File: src/design/dar_map.svh
// Register offsets, field positions, reset values and timing counts
`ifndef DAR_MAP_SVH
`define DAR_MAP_SVH

// ****************************************
// Register offsets
// ****************************************
`define DAR_A_GAIN_LO 5'h00
`define DAR_A_GAIN_HI 5'h01
`define DAR_A_CTL 5'h02
`define DAR_A_TGT 5'h03
`define DAR_A_DEXP 5'h04
`define DAR_A_AMAX 5'h05
`define DAR_A_AMIN 5'h06
`define DAR_A_STHR 5'h07
`define DAR_A_FMT 5'h08
`define DAR_A_PCK0 5'h09
`define DAR_A_GAIN_RD 5'h0D
`define DAR_A_STAT 5'h0E

// ****************************************
// Field positions
// ****************************************
`define DAR_CTL_FREEZE 0
`define DAR_CTL_GSYNC 1
`define DAR_CTL_CPLX 2
`define DAR_CTL_ZTHR 7:4
`define DAR_CTL_ZMASK 15:8
`define DAR_TGT_THR 7:0
`define DAR_TGT_MAX 15:8
`define DAR_D_BLW 3:0
`define DAR_D_ABV 7:4
`define DAR_D_ZRO 11:8
`define DAR_D_SAT 15:12
`define DAR_FMT_MODE 1:0
`define DAR_FMT_PINS 3:2
`define DAR_FMT_BITS 6:4
`define DAR_FMT_PREC 11:7
`define DAR_FMT_EMB 12
`define DAR_FMT_SPLIT 13
`define DAR_PCK_DIV 7:0
`define DAR_PCK_POL 8

// ****************************************
// Reset values and timing counts
// ****************************************
`define DAR_RST_GAIN_LO 16'h1000
`define DAR_RST_GAIN 19'h01000
`define DAR_RST_CTL 16'hFF0F
`define DAR_RST_TGT 16'hF040
`define DAR_RST_DEXP 16'h2244
`define DAR_RST_AMAX 16'hFFFF
`define DAR_RST_AMIN 16'hFFFF
`define DAR_RST_STHR 4'h8
`define DAR_RST_FMT 16'h0A48
`define DAR_RST_PCK 9'h003
`define DAR_SCK_VALID_CYC 3'h6
`define DAR_PREC_MIN 5'h04
`define DAR_PREC_MAX 5'h14
`define DAR_D_OFS 5'h03

`endif

File: src/design/dar_pkg.sv
// Types shared by the receive back end
package dar_pkg;

  typedef struct packed {
    logic [19:0] i;
    logic [19:0] q;
  } dar_iq_s;

  typedef enum logic [1:0] {
    DAR_FMT_PAR = 2'b00,
    DAR_FMT_INT = 2'b01,
    DAR_FMT_TDM = 2'b10
  } dar_fmt_e;

  typedef enum logic [1:0] {
    DAR_PST_IDLE = 2'b01,
    DAR_PST_SEND = 2'b10
  } dar_pst_e;

endpackage

File: src/design/dar_top.sv
// Gain loop, rounding and four formatted output ports of one receive channel
//
// Function
// RULE1: Multiply each 20-bit filter sample by the 19-bit combined gain word.
// RULE2: Gain is unsigned 7.12 fixed point; below 4096 means attenuation.
// RULE3: Compare output magnitude with target; decrease gain if above, else increase.
// RULE4: Applied gain is default plus adjustment; step is gain shifted by D+3.
// RULE5: Four step exponents: below, above, near-zero, saturated; chosen per sample.
// RULE6: Masked 8-bit magnitude drives 4-bit up/down zero counter against threshold.
// RULE7: Count samples above maximum magnitude; past threshold use saturation exponent.
// RULE8: Adjustment stops rising above upper limit, stops falling below negated lower.
// RULE9: Adapt only on valid samples; I and Q each get their own step.
// RULE10: Freeze bit holds the adjustment unchanged.
// RULE11: Gain sync clears adjustment and loads programmed gain.
// RULE12: Parallel, interleaved I-first, or time-multiplexed output on port D.
// RULE13: Four ports, each with 16 data pins, divided clock and frame strobe.
// RULE14: Port clock is main clock over divide plus one, polarity selectable.
// RULE15: Receiver samples on falling edge for polarity 0, rising for 1.
// RULE16: Port clock valid six main-clock cycles after the port sync event.
// RULE17: Frame strobe high one port period with first chunk of first I word; split time-multiplexed mode strobes with port D's Q word instead.
// RULE18: Frame period may alternate X and X+1 periods when ratios do not divide.
// RULE19: Pins 4, 8 or 16; word 4 to 20 bits; wide words sent MSB first.
// RULE20: Round to 4..20 bits of precision, unused low bits zero.
// RULE21: Receiver counts successive words after each frame strobe itself.
// RULE22: Configuration should leave at least one idle clock in multiplexed frames.
// RULE23: Saturate scaled data, then round half to even into upper bits.
// RULE24: Embedded gain replaces low 8 bits of 16-bit words when rounding to 8 or less.
// RULE25: Reset clears adjustment and counters and holds port outputs low.
`timescale 1ns/1ps
`include "dar_map.svh"

module dar_top (
  input wire logic mclk,
  input wire logic reset,
  input wire logic [19:0] sample_in,
  input wire logic sample_valid,
  input wire logic sample_is_q,
  input wire dar_pkg::dar_iq_s peer_b,
  input wire dar_pkg::dar_iq_s peer_c,
  input wire dar_pkg::dar_iq_s peer_d,
  input wire logic gain_sync_pin,
  input wire logic sck_sync_pin,
  input wire logic [4:0] reg_addr,
  input wire logic [15:0] reg_wdata,
  input wire logic reg_we,
  input wire logic reg_re,
  output logic [15:0] reg_rdata,
  output wire logic [15:0] port_a_data_out,
  output wire logic [15:0] port_b_data_out,
  output wire logic [15:0] port_c_data_out,
  output wire logic [15:0] port_d_data_out,
  output wire logic [3:0] port_divided_clock,
  output wire logic [3:0] port_frame_strobe
);
  import dar_pkg::*;

  // ****************************************
  // Helper functions
  // ****************************************
  function automatic logic [4:0] pins_n(input logic [1:0] c);
    pins_n = (c == 2'h0) ? 5'h04 : (c == 2'h1) ? 5'h08 : 5'h10;
  endfunction

  function automatic logic [4:0] bits_n(input logic [2:0] c);
    bits_n = (c > 3'h3) ? 5'h14 : 5'({c, 2'b00} + 5'h04);
  endfunction

  function automatic logic [2:0] n_chunks(input logic [2:0] bc, input logic [1:0] pc);
    logic [5:0] t;
    begin
      t = 6'(bits_n(bc)) + 6'(pins_n(pc)) - 6'h01;
      n_chunks = 3'(t / 6'(pins_n(pc)));
    end
  endfunction

  function automatic logic [3:0] n_words(input logic [1:0] m, input logic s, input logic [1:0] p);
    n_words = (m == DAR_FMT_TDM) ? ((p == 2'h3) ? (s ? 4'h4 : 4'h8) : 4'h0) :
              (m == DAR_FMT_INT) ? 4'h2 : 4'h1;
  endfunction

  // Time-multiplexed order walks D down to A, I before Q; split mode alternates Q/I
  function automatic logic [19:0] word_of(input dar_iq_s [3:0] ch, input logic [1:0] m,
                                          input logic s, input logic [1:0] p,
                                          input logic [3:0] idx);
    logic [1:0] c;
    logic q;
    begin
      c = p;
      q = idx[0];
      if (m == DAR_FMT_TDM)
      begin
        c = s ? 2'h3 - idx[1:0] : 2'h3 - idx[2:1];
        q = s ? ~idx[0] : idx[0];
      end
      word_of = q ? ch[c].q : ch[c].i;
    end
  endfunction

  // Chunks leave the word MSB first and sit on the low pins of the port
  function automatic logic [15:0] chunk(input logic [19:0] w, input logic [2:0] idx,
                                        input logic [1:0] pc, input logic [2:0] bc);
    logic [19:0] wm;
    logic [19:0] sh;
    begin
      wm = w & ~(20'hFFFFF >> bits_n(bc));
      sh = wm << (idx * pins_n(pc));
      chunk = (pc == 2'h2) ? sh[19:4] : (pc == 2'h1) ? {8'h00, sh[19:12]} : {12'h000, sh[19:16]};
    end
  endfunction

  // Ties add half minus one plus the kept LSB, so halves go to the even neighbour
  function automatic logic [19:0] rnd_even(input logic [19:0] x, input logic [4:0] k);
    logic [20:0] s;
    logic [20:0] m;
    begin
      rnd_even = x;
      if (k != 5'h00)
      begin
        m = ~((21'h000001 << k) - 21'h000001);
        s = {x[19], x} + ((21'h000001 << (k - 5'h01)) - 21'h000001) + {20'h00000, x[k]};
        s = s & m;
        rnd_even = (s[20] != s[19]) ? (20'h7FFFF & m[19:0]) : s[19:0];
      end
    end
  endfunction

  // ****************************************
  // Register file
  // ****************************************
  logic [15:0] gain_lo_ff, ctl_ff, tgt_ff, dexp_ff, amax_ff, amin_ff, fmt_ff;
  logic [2:0] gain_hi_ff;
  logic [3:0] sthr_ff;
  logic [8:0] pck_ff [4];
  logic [18:0] g_ff;
  logic signed [20:0] adj_ff;
  logic [3:0] zcnt_ff, scnt_ff;
  logic [18:0] gt;
  logic zero_st, sat_st;
  logic [15:0] nxt_rdata;

  always_ff @(posedge mclk or posedge reset)
  begin
    if (reset)
    begin
      gain_lo_ff <= `DAR_RST_GAIN_LO;
      gain_hi_ff <= 3'h0;
      ctl_ff <= `DAR_RST_CTL;
      tgt_ff <= `DAR_RST_TGT;
      dexp_ff <= `DAR_RST_DEXP;
      amax_ff <= `DAR_RST_AMAX;
      amin_ff <= `DAR_RST_AMIN;
      sthr_ff <= `DAR_RST_STHR;
      fmt_ff <= `DAR_RST_FMT;
      for (int i = 0; i < 4; i++) pck_ff[i] <= `DAR_RST_PCK;
      reg_rdata <= 16'h0000;
    end
    else
    begin
      if (reg_we && reg_addr == `DAR_A_GAIN_LO) gain_lo_ff <= reg_wdata;
      if (reg_we && reg_addr == `DAR_A_GAIN_HI) gain_hi_ff <= reg_wdata[2:0];
      if (reg_we && reg_addr == `DAR_A_CTL) ctl_ff <= reg_wdata;
      if (reg_we && reg_addr == `DAR_A_TGT) tgt_ff <= reg_wdata;
      if (reg_we && reg_addr == `DAR_A_DEXP) dexp_ff <= reg_wdata;
      if (reg_we && reg_addr == `DAR_A_AMAX) amax_ff <= reg_wdata;
      if (reg_we && reg_addr == `DAR_A_AMIN) amin_ff <= reg_wdata;
      if (reg_we && reg_addr == `DAR_A_STHR) sthr_ff <= reg_wdata[3:0];
      if (reg_we && reg_addr == `DAR_A_FMT) fmt_ff <= reg_wdata;
      for (int i = 0; i < 4; i++)
        if (reg_we && reg_addr == `DAR_A_PCK0 + 5'(i)) pck_ff[i] <= reg_wdata[8:0];
      reg_rdata <= reg_re ? nxt_rdata : 16'h0000;
    end
  end

  wire [4:0] ra_pck = reg_addr - `DAR_A_PCK0;
  wire ra_is_pck = reg_addr >= `DAR_A_PCK0 && reg_addr < `DAR_A_GAIN_RD;
  assign nxt_rdata = (reg_addr == `DAR_A_GAIN_LO) ? gain_lo_ff :
                     (reg_addr == `DAR_A_GAIN_HI) ? {13'h000, gain_hi_ff} :
                     (reg_addr == `DAR_A_CTL) ? ctl_ff :
                     (reg_addr == `DAR_A_TGT) ? tgt_ff :
                     (reg_addr == `DAR_A_DEXP) ? dexp_ff :
                     (reg_addr == `DAR_A_AMAX) ? amax_ff :
                     (reg_addr == `DAR_A_AMIN) ? amin_ff :
                     (reg_addr == `DAR_A_STHR) ? {12'h000, sthr_ff} :
                     (reg_addr == `DAR_A_FMT) ? fmt_ff :
                     ra_is_pck ? {7'h00, pck_ff[ra_pck[1:0]]} :
                     (reg_addr == `DAR_A_GAIN_RD) ? gt[18:3] :
                     (reg_addr == `DAR_A_STAT) ? {zcnt_ff, scnt_ff, 6'h00, sat_st, zero_st} :
                     16'h0000;

  // ****************************************
  // Sync pins
  // ****************************************
  logic [2:0] gsy_ff, ssy_ff;

  always_ff @(posedge mclk or posedge reset)
  begin
    if (reset)
    begin
      gsy_ff <= 3'h0;
      ssy_ff <= 3'h0;
    end
    else
    begin
      gsy_ff <= {gsy_ff[1:0], gain_sync_pin};
      ssy_ff <= {ssy_ff[1:0], sck_sync_pin};
    end
  end

  wire gsync = ctl_ff[`DAR_CTL_GSYNC] | (gsy_ff[1] & ~gsy_ff[2]);
  wire sck_evt = ssy_ff[1] & ~ssy_ff[2];

  // ****************************************
  // Gain multiply and saturation
  // ****************************************
  wire signed [21:0] gsum = $signed({3'b000, g_ff}) + $signed({adj_ff[20], adj_ff}); // [RULE4]
  assign gt = gsum[21] ? 19'h00000 : (gsum[20:19] != 2'b00) ? 19'h7FFFF : gsum[18:0]; // [RULE2]
  wire signed [39:0] prod = $signed(sample_in) * $signed({1'b0, gt}); // [RULE1]
  // Dropping 12 fraction bits; the sign extension check decides saturation
  wire fits = (prod[39:31] == {9{prod[39]}});
  wire [19:0] scaled = fits ? prod[31:12] : (prod[39] ? 20'h80000 : 20'h7FFFF); // [RULE23]

  logic [19:0] s1_d_ff, r_d_ff, held_i_ff;
  logic s1_v_ff, s1_q_ff, r_v_ff, r_q_ff;

  // ****************************************
  // Rounding and magnitude
  // ****************************************
  wire [4:0] prec_raw = fmt_ff[`DAR_FMT_PREC];
  wire [4:0] prec = (prec_raw < `DAR_PREC_MIN) ? `DAR_PREC_MIN :
                    (prec_raw > `DAR_PREC_MAX) ? `DAR_PREC_MAX : prec_raw;
  wire [19:0] rnd = rnd_even(s1_d_ff, `DAR_PREC_MAX - prec); // [RULE20] [RULE23]
  wire [19:0] rabs = rnd[19] ? 20'(~rnd + 20'h00001) : rnd;
  wire [7:0] mag = rabs[19] ? 8'hFF : rabs[18:11];

  // ****************************************
  // Adaptive loop
  // ****************************************
  wire above = mag > tgt_ff[`DAR_TGT_THR]; // [RULE3]
  assign zero_st = zcnt_ff > ctl_ff[`DAR_CTL_ZTHR]; // [RULE6]
  assign sat_st = scnt_ff > sthr_ff; // [RULE7]
  // Extreme states take priority so the fast constants pull the loop back first
  wire [3:0] dsel = sat_st ? dexp_ff[`DAR_D_SAT] : zero_st ? dexp_ff[`DAR_D_ZRO] :
                    above ? dexp_ff[`DAR_D_ABV] : dexp_ff[`DAR_D_BLW]; // [RULE5]
  wire [20:0] step = {2'b00, gt} >> ({1'b0, dsel} + `DAR_D_OFS); // [RULE4]
  wire signed [20:0] lim_hi = $signed({2'b00, amax_ff, 3'b000});
  wire signed [20:0] lim_lo = -$signed({2'b00, amin_ff, 3'b000});
  wire up_ok = !(adj_ff > lim_hi); // [RULE8]
  wire dn_ok = !(adj_ff < lim_lo); // [RULE8]
  wire adapt = s1_v_ff && !ctl_ff[`DAR_CTL_FREEZE]; // [RULE9] [RULE10]
  wire signed [20:0] nxt_adj = gsync ? 21'sh00000 : // [RULE11]
                               !adapt ? adj_ff :
                               above ? (dn_ok ? adj_ff - $signed(step) : adj_ff) :
                               (up_ok ? adj_ff + $signed(step) : adj_ff); // [RULE3]
  wire zhit = (mag & ctl_ff[`DAR_CTL_ZMASK]) == 8'h00;
  wire shit = mag > tgt_ff[`DAR_TGT_MAX];
  wire [3:0] nxt_zcnt = zhit ? ((zcnt_ff == 4'hF) ? zcnt_ff : zcnt_ff + 4'h1) :
                        ((zcnt_ff == 4'h0) ? zcnt_ff : zcnt_ff - 4'h1);
  wire [3:0] nxt_scnt = shit ? ((scnt_ff == 4'hF) ? scnt_ff : scnt_ff + 4'h1) :
                        ((scnt_ff == 4'h0) ? scnt_ff : scnt_ff - 4'h1);

  always_ff @(posedge mclk or posedge reset)
  begin
    if (reset)
    begin
      g_ff <= `DAR_RST_GAIN;
      adj_ff <= 21'sh00000; // [RULE25]
      zcnt_ff <= 4'h0;
      scnt_ff <= 4'h0;
      s1_d_ff <= 20'h00000;
      s1_v_ff <= 1'b0;
      s1_q_ff <= 1'b0;
      r_d_ff <= 20'h00000;
      r_v_ff <= 1'b0;
      r_q_ff <= 1'b0;
    end
    else
    begin
      if (gsync) g_ff <= {gain_hi_ff, gain_lo_ff}; // [RULE11]
      adj_ff <= nxt_adj;
      if (s1_v_ff) zcnt_ff <= nxt_zcnt; // [RULE6]
      if (s1_v_ff) scnt_ff <= nxt_scnt; // [RULE7]
      s1_d_ff <= scaled;
      s1_v_ff <= sample_valid;
      s1_q_ff <= sample_is_q;
      r_d_ff <= rnd;
      r_v_ff <= s1_v_ff;
      r_q_ff <= s1_q_ff;
    end
  end

  // ****************************************
  // Word pairing and embedded gain
  // ****************************************
  wire [2:0] bc = fmt_ff[`DAR_FMT_BITS];
  wire [1:0] pc = fmt_ff[`DAR_FMT_PINS];
  wire [1:0] mode = fmt_ff[`DAR_FMT_MODE];
  wire split = fmt_ff[`DAR_FMT_SPLIT];
  wire cplx = ctl_ff[`DAR_CTL_CPLX];
  wire [2:0] nchk = n_chunks(bc, pc);
  wire emb = fmt_ff[`DAR_FMT_EMB] && bits_n(bc) == 5'h10 && prec <= 5'h08; // [RULE24]
  wire [19:0] w_i = emb ? {r_d_ff[19:12], gt[18:11], 4'h0} : r_d_ff; // [RULE24]
  wire [19:0] w_q = emb ? {r_d_ff[19:12], gt[10:5], zero_st, sat_st, 4'h0} : r_d_ff;
  wire new_pair = r_v_ff && (!cplx || r_q_ff);
  dar_iq_s own_pair;
  dar_iq_s [3:0] chans_ff;
  assign own_pair = cplx ? '{i: held_i_ff, q: w_q} : '{i: w_i, q: 20'h00000};

  always_ff @(posedge mclk or posedge reset)
  begin
    if (reset)
    begin
      held_i_ff <= 20'h00000;
      chans_ff <= '0;
    end
    else
    begin
      if (r_v_ff && cplx && !r_q_ff) held_i_ff <= w_i; // [RULE9]
      if (new_pair) chans_ff <= {peer_d, peer_c, peer_b, own_pair};
    end
  end

  // ****************************************
  // Output ports
  // ****************************************
  for (genvar gp = 0; gp < 4; gp++)
  begin : g_port
    logic [7:0] cnt_ff;
    logic [2:0] vcnt_ff;
    logic pend_ff;
    dar_pst_e st_ff;
    logic [3:0] widx_ff;
    logic [2:0] cidx_ff;
    dar_iq_s [3:0] frm_ff;
    logic [15:0] data_ff;
    logic ck_ff;
    logic fs_ff;
    dar_iq_s [3:0] src;

    wire [7:0] div = pck_ff[gp][`DAR_PCK_DIV];
    wire pol = pck_ff[gp][`DAR_PCK_POL];
    wire tick = cnt_ff == div; // [RULE14]
    wire [7:0] nxt_cnt = (tick || sck_evt) ? 8'h00 : cnt_ff + 8'h01;
    wire valid = vcnt_ff == `DAR_SCK_VALID_CYC; // [RULE16]
    wire [3:0] nwd = n_words(mode, split, 2'(gp)); // [RULE12]
    wire last_c = cidx_ff == nchk - 3'h1;
    wire last_w = widx_ff == nwd - 4'h1;
    wire busy = st_ff == DAR_PST_SEND && !(last_c && last_w);
    // A waiting sample only starts on a period boundary, hence X or X+1 periods
    wire start = tick && valid && pend_ff && !busy && nwd != 4'h0; // [RULE18]
    wire [2:0] nxt_cidx = (start || last_c) ? 3'h0 : cidx_ff + 3'h1; // [RULE19]
    wire [3:0] nxt_widx = start ? 4'h0 : last_c ? widx_ff + 4'h1 : widx_ff;
    assign src = start ? chans_ff : frm_ff;
    wire [15:0] nxt_data = chunk(word_of(src, mode, split, 2'(gp), nxt_widx),
                                 nxt_cidx, pc, bc); // [RULE19]

    always_ff @(posedge mclk or posedge reset)
    begin
      if (reset)
      begin
        cnt_ff <= 8'h00;
        vcnt_ff <= 3'h0;
        pend_ff <= 1'b0;
        st_ff <= DAR_PST_IDLE;
        widx_ff <= 4'h0;
        cidx_ff <= 3'h0;
        frm_ff <= '0;
        data_ff <= 16'h0000; // [RULE25]
        ck_ff <= 1'b0;
        fs_ff <= 1'b0;
      end
      else
      begin
        cnt_ff <= nxt_cnt;
        if (sck_evt) vcnt_ff <= 3'h0;
        else if (!valid) vcnt_ff <= vcnt_ff + 3'h1; // [RULE16]
        pend_ff <= new_pair | (pend_ff & ~start);
        // Clock edge rises with the data change; polarity flips which edge that is
        ck_ff <= valid & ((nxt_cnt <= (div >> 1)) ^ pol); // [RULE14]
        if (!valid)
        begin
          st_ff <= DAR_PST_IDLE;
          data_ff <= 16'h0000; // [RULE25]
          fs_ff <= 1'b0;
        end
        else if (tick)
        begin
          fs_ff <= start; // [RULE17]
          if (start) frm_ff <= chans_ff;
          if (start || busy)
          begin
            st_ff <= DAR_PST_SEND;
            widx_ff <= nxt_widx;
            cidx_ff <= nxt_cidx;
            data_ff <= nxt_data; // [RULE12] [RULE13]
          end
          else
          begin
            st_ff <= DAR_PST_IDLE;
            data_ff <= 16'h0000;
          end
        end
      end
    end
  end

  assign port_a_data_out = g_port[0].data_ff;
  assign port_b_data_out = g_port[1].data_ff;
  assign port_c_data_out = g_port[2].data_ff;
  assign port_d_data_out = g_port[3].data_ff; // [RULE13]
  assign port_divided_clock = {g_port[3].ck_ff, g_port[2].ck_ff, g_port[1].ck_ff, g_port[0].ck_ff};
  assign port_frame_strobe = {g_port[3].fs_ff, g_port[2].fs_ff, g_port[1].fs_ff, g_port[0].fs_ff};

endmodule

File: config.mk
export PLATFORM = sky130hd
export DESIGN_NAME = dar_top
export DESIGN_NICKNAME = d
export VERILOG_FILES = /design/src/design/dar_pkg.sv /design/src/design/dar_top.sv
export VERILOG_INCLUDE_DIRS = /design/src /design/src/design
export SDC_FILE = /design/constraint.sdc
export NUM_CORES = 2
export LEC_CHECK = 0
export BUFFER_PORTS_ARGS = -buffer_cell sky130_fd_sc_hd__buf_2
export CORE_AREA = 2 2 388 390
export CTS_CLUSTER_DIAMETER = 100
export DETAILED_ROUTE_END_ITERATION = 10
export DIE_AREA = 0 0 390 392
export HOLD_SLACK_MARGIN = 0.1
export PLACE_DENSITY_LB_ADDON = 0.3
export RECOVER_POWER = 25
export REMOVE_ABC_BUFFERS = 1
export SYNTH_ARGS = -nofsm -noshare
export SYNTH_HDL_FRONTEND = slang
export SYNTH_SLANG_ARGS = --single-unit
File: constraint.sdc
create_clock -name mclk -period 41 [get_ports mclk]
set_input_delay 6.15 -clock mclk [delete_from_list [all_inputs] [get_ports mclk]]
set_output_delay 6.15 -clock mclk [all_outputs]
set_load 0.02 [all_outputs]
==> metrics.csv <==
metric,value,unit
status,"complete, but fails checks",
violations,"max-capacitance violations, max-slew violations",
yosysWarnings,0,
final-setup-viol-count,0,
cts_tree,built,
hold_path.class,flip-flop to flip-flop,
synthCells,9308,
crit_family,compound AO/OA/AOI/OAI gates,
num_rows,142,
cts_max_level,4,
grt_usage,0.3987,
die_w,390,um
rsz0062_at_grt,no,
vias_per_cell,6.497,
min_period,18.56,ns
crit_type,flip-flop to flip-flop,
cts_buffer_depth,3,
finalCritPeriodShare,0.4527,
placed_area,89370,um2
final.setup_skew,0.08471,ns
grt_pass1_vias,73300,
hold_viol,0,
slew_violations,740,
dp_hpwl,219500,um
async_reset_ff_frac,1.000,
critPathLaunchType,flip-flop,
io_pins,257,
nNetsFinal,10270,
grt_start_max_net_pins,164,
synth_area,85930,um2
synth-edff-count,0,
final_cell_area,94190,um2
wl_per_cell,26.71,um
cp.required,41.70,ns
cts_hold_buf,0,
whs,0.3460,ns
drt_iter0_drc,8346,
synth_seq_cells,1245,
synth_top_area_frac,0.3416,
synth_ff_type,dfrtp_1,
vias,74300,
wl,305500,um
synth_cell_types,107,
place_inst,11160,
clk_pin_slew,0.06,ns
cts_sinks,1245,
portBuffers,256,
grt-ovfl-total,0,
cap_violations,11,
avgSynthCellArea,9.232,um2
clk_latency,0.82,ns
die_area,152900,um2
initial_core_util,0.5772,
slowest_stage,nor2_1,
gp_congestion,1.077,
cp.arrival,19.27,ns
worst_pin_slew,8.558,ns
stdcell_count,11440,
cp_max_fo,18,
post-route-drc-count,0,
synth_top_area_cell,dfrtp_1,
fp.coreArea,148900,um2
grt_first_pass_wirelength,459500,um
final_util,0.6326,
slew_headroom,-4.705,
antenna_found_initial,22,
ys_seq_area_frac,0.3636,
cpPeakStageDelay,0.84,ns
drtPass1Iterations,6,
synthTopCellsByArea,"dfrtp_1, fa_1, nand2_1",
cts_root_buf,clkbuf_16,
crit_top_cell,a21oi_1,
cts_setup_buffers,0,
fmax,53.87,MHz
cts_resized,0,
die_y,392,um
worst_setup_path_end_kind,flip-flop,
drive_gt1_frac,0.1530,
cts-buffers-inserted,140,
area_delta_synth_final,9.605,%
worstPathBufferInverterCount,3,
ant_nets,0,
## per-layer routing
metal | global-route usage | share of wire
met3 | 0.1010 | 0.11
met2 | 0.6091 | 0.44
met5 | 0 | 0.00037
met1 | 0.5019 | 0.37
met4 | 0.2662 | 0.082
## cell type report
| type | count | area (um2) |
|---|---|---|
| clock inverters | 47 | 819.5 |
| fillers | 12230 | 54700 |
| inverters | 644 | 2419 |
| multi-input cells | 6876 | 50430 |
| diodes | 17 | 42.54 |
| clock buffers | 208 | 4040 |
| well taps | 1944 | 2432 |
| flip-flops and latches | 1245 | 31250 |
| repair buffers | 456 | 2764 |
## per-stage QoR
step	setup TNS, ns	setup WS (ns)
after floorplan	-132.86	-0.1133
after detailed placement	0	23.01
after global routing	0	21.11
final	0	22.44
after CTS	0	22.91
after global placement	0	23.30
## sequential cells by signal, indices dropped and copies added, names as in the netlist, 19 cells and up
signal and flops:
adj_ff 21, chans_ff 160, g_ff 19, g_port.cnt_ff 32, g_port.div 32, g_port.frm_ff 640, held_i_ff 20, r_d_ff 20
s1_d_ff 20
## Yosys cell counts, types with 128 or more instances
master and count:
fa_1 404, dfrtp_1 1173, o21ai_0 362, ha_1 337, mux2_2 566, inv_1 637
clkbuf_1 431, a21oi_1 283, nand3_1 194, nor3_1 137, nand2_1 2091, mux2i_1 210
xnor2_1 128, nor2_1 427, and2_1 167
## placed cells by master, fill, tap and decap left out, drive strengths merged, types with 34 or more instances in the layout
master and instances:
xnor2 129, inv 641, nor2 430, o21a 42, fa 404, mux2 566
o22ai 52, nor4 37, a22oi 84, o21ai 382, mux2i 210, nand2b 57
nor3 143, a21o 62, o221ai 64, xor2 96, mux4 43, buf 442
nand4 81, a221oi 34, clkbuf 222, nand2 2092, clkinv 34, o31ai 49
and3 68, dfrtp 1173, a211oi 67, a21oi 284, ha 337, nor2b 48
nand3 194, and2 170, dfstp 72, a31oi 63, o211ai 90, or3 53
## worst reg2reg max path: cells and delay by family (launching register included)
kind                       cells  cell delay (ns)
buffers and inverters          3             0.67
AOI/OAI and AO/OA             31             8.55
DFF                            1             0.59
muxes                          1             0.30
adders and majority gates      6             2.19
and+or+nand+nor               20             5.50
xor gates and xnor gates       4             0.68
## path summary, 6_finish.rpt
path | start | endpoint | slack, ns | cells past startpoint
worst max register to register | fmt_ff[10] | adj_ff[20] | 22.44 | 65
worst max-delay path | fmt_ff[10] | adj_ff[20] | 22.44 | 65
max in group asynchronous | reset | chans_ff[123] | 23.75 | 3
worst min register to register | s1_q_ff | r_q_ff | 0.35 | 0
min in group asynchronous | reset | g_port[0].frm_ff[138] | 7.14 | 2
worst min-delay path | s1_q_ff | r_q_ff | 0.35 | 0
## cell families (layout without fill, tap and decap cells)
family	after synthesis	in the layout	share of synthesized area
other cells	0	17	0
compound gates	1636	1636	0.1303
fa+ha+maj	741	741	0.1432
simple gates	3452	3452	0.1751
buf+inv	1187	1355	0.05367
xor+xnor	228	228	0.02424
mux	819	819	0.1099
flops	1245	1245	0.3636
Power is not shown: default switching activity piles up to over one toggle a cycle in this logic, so the estimate is an artifact.
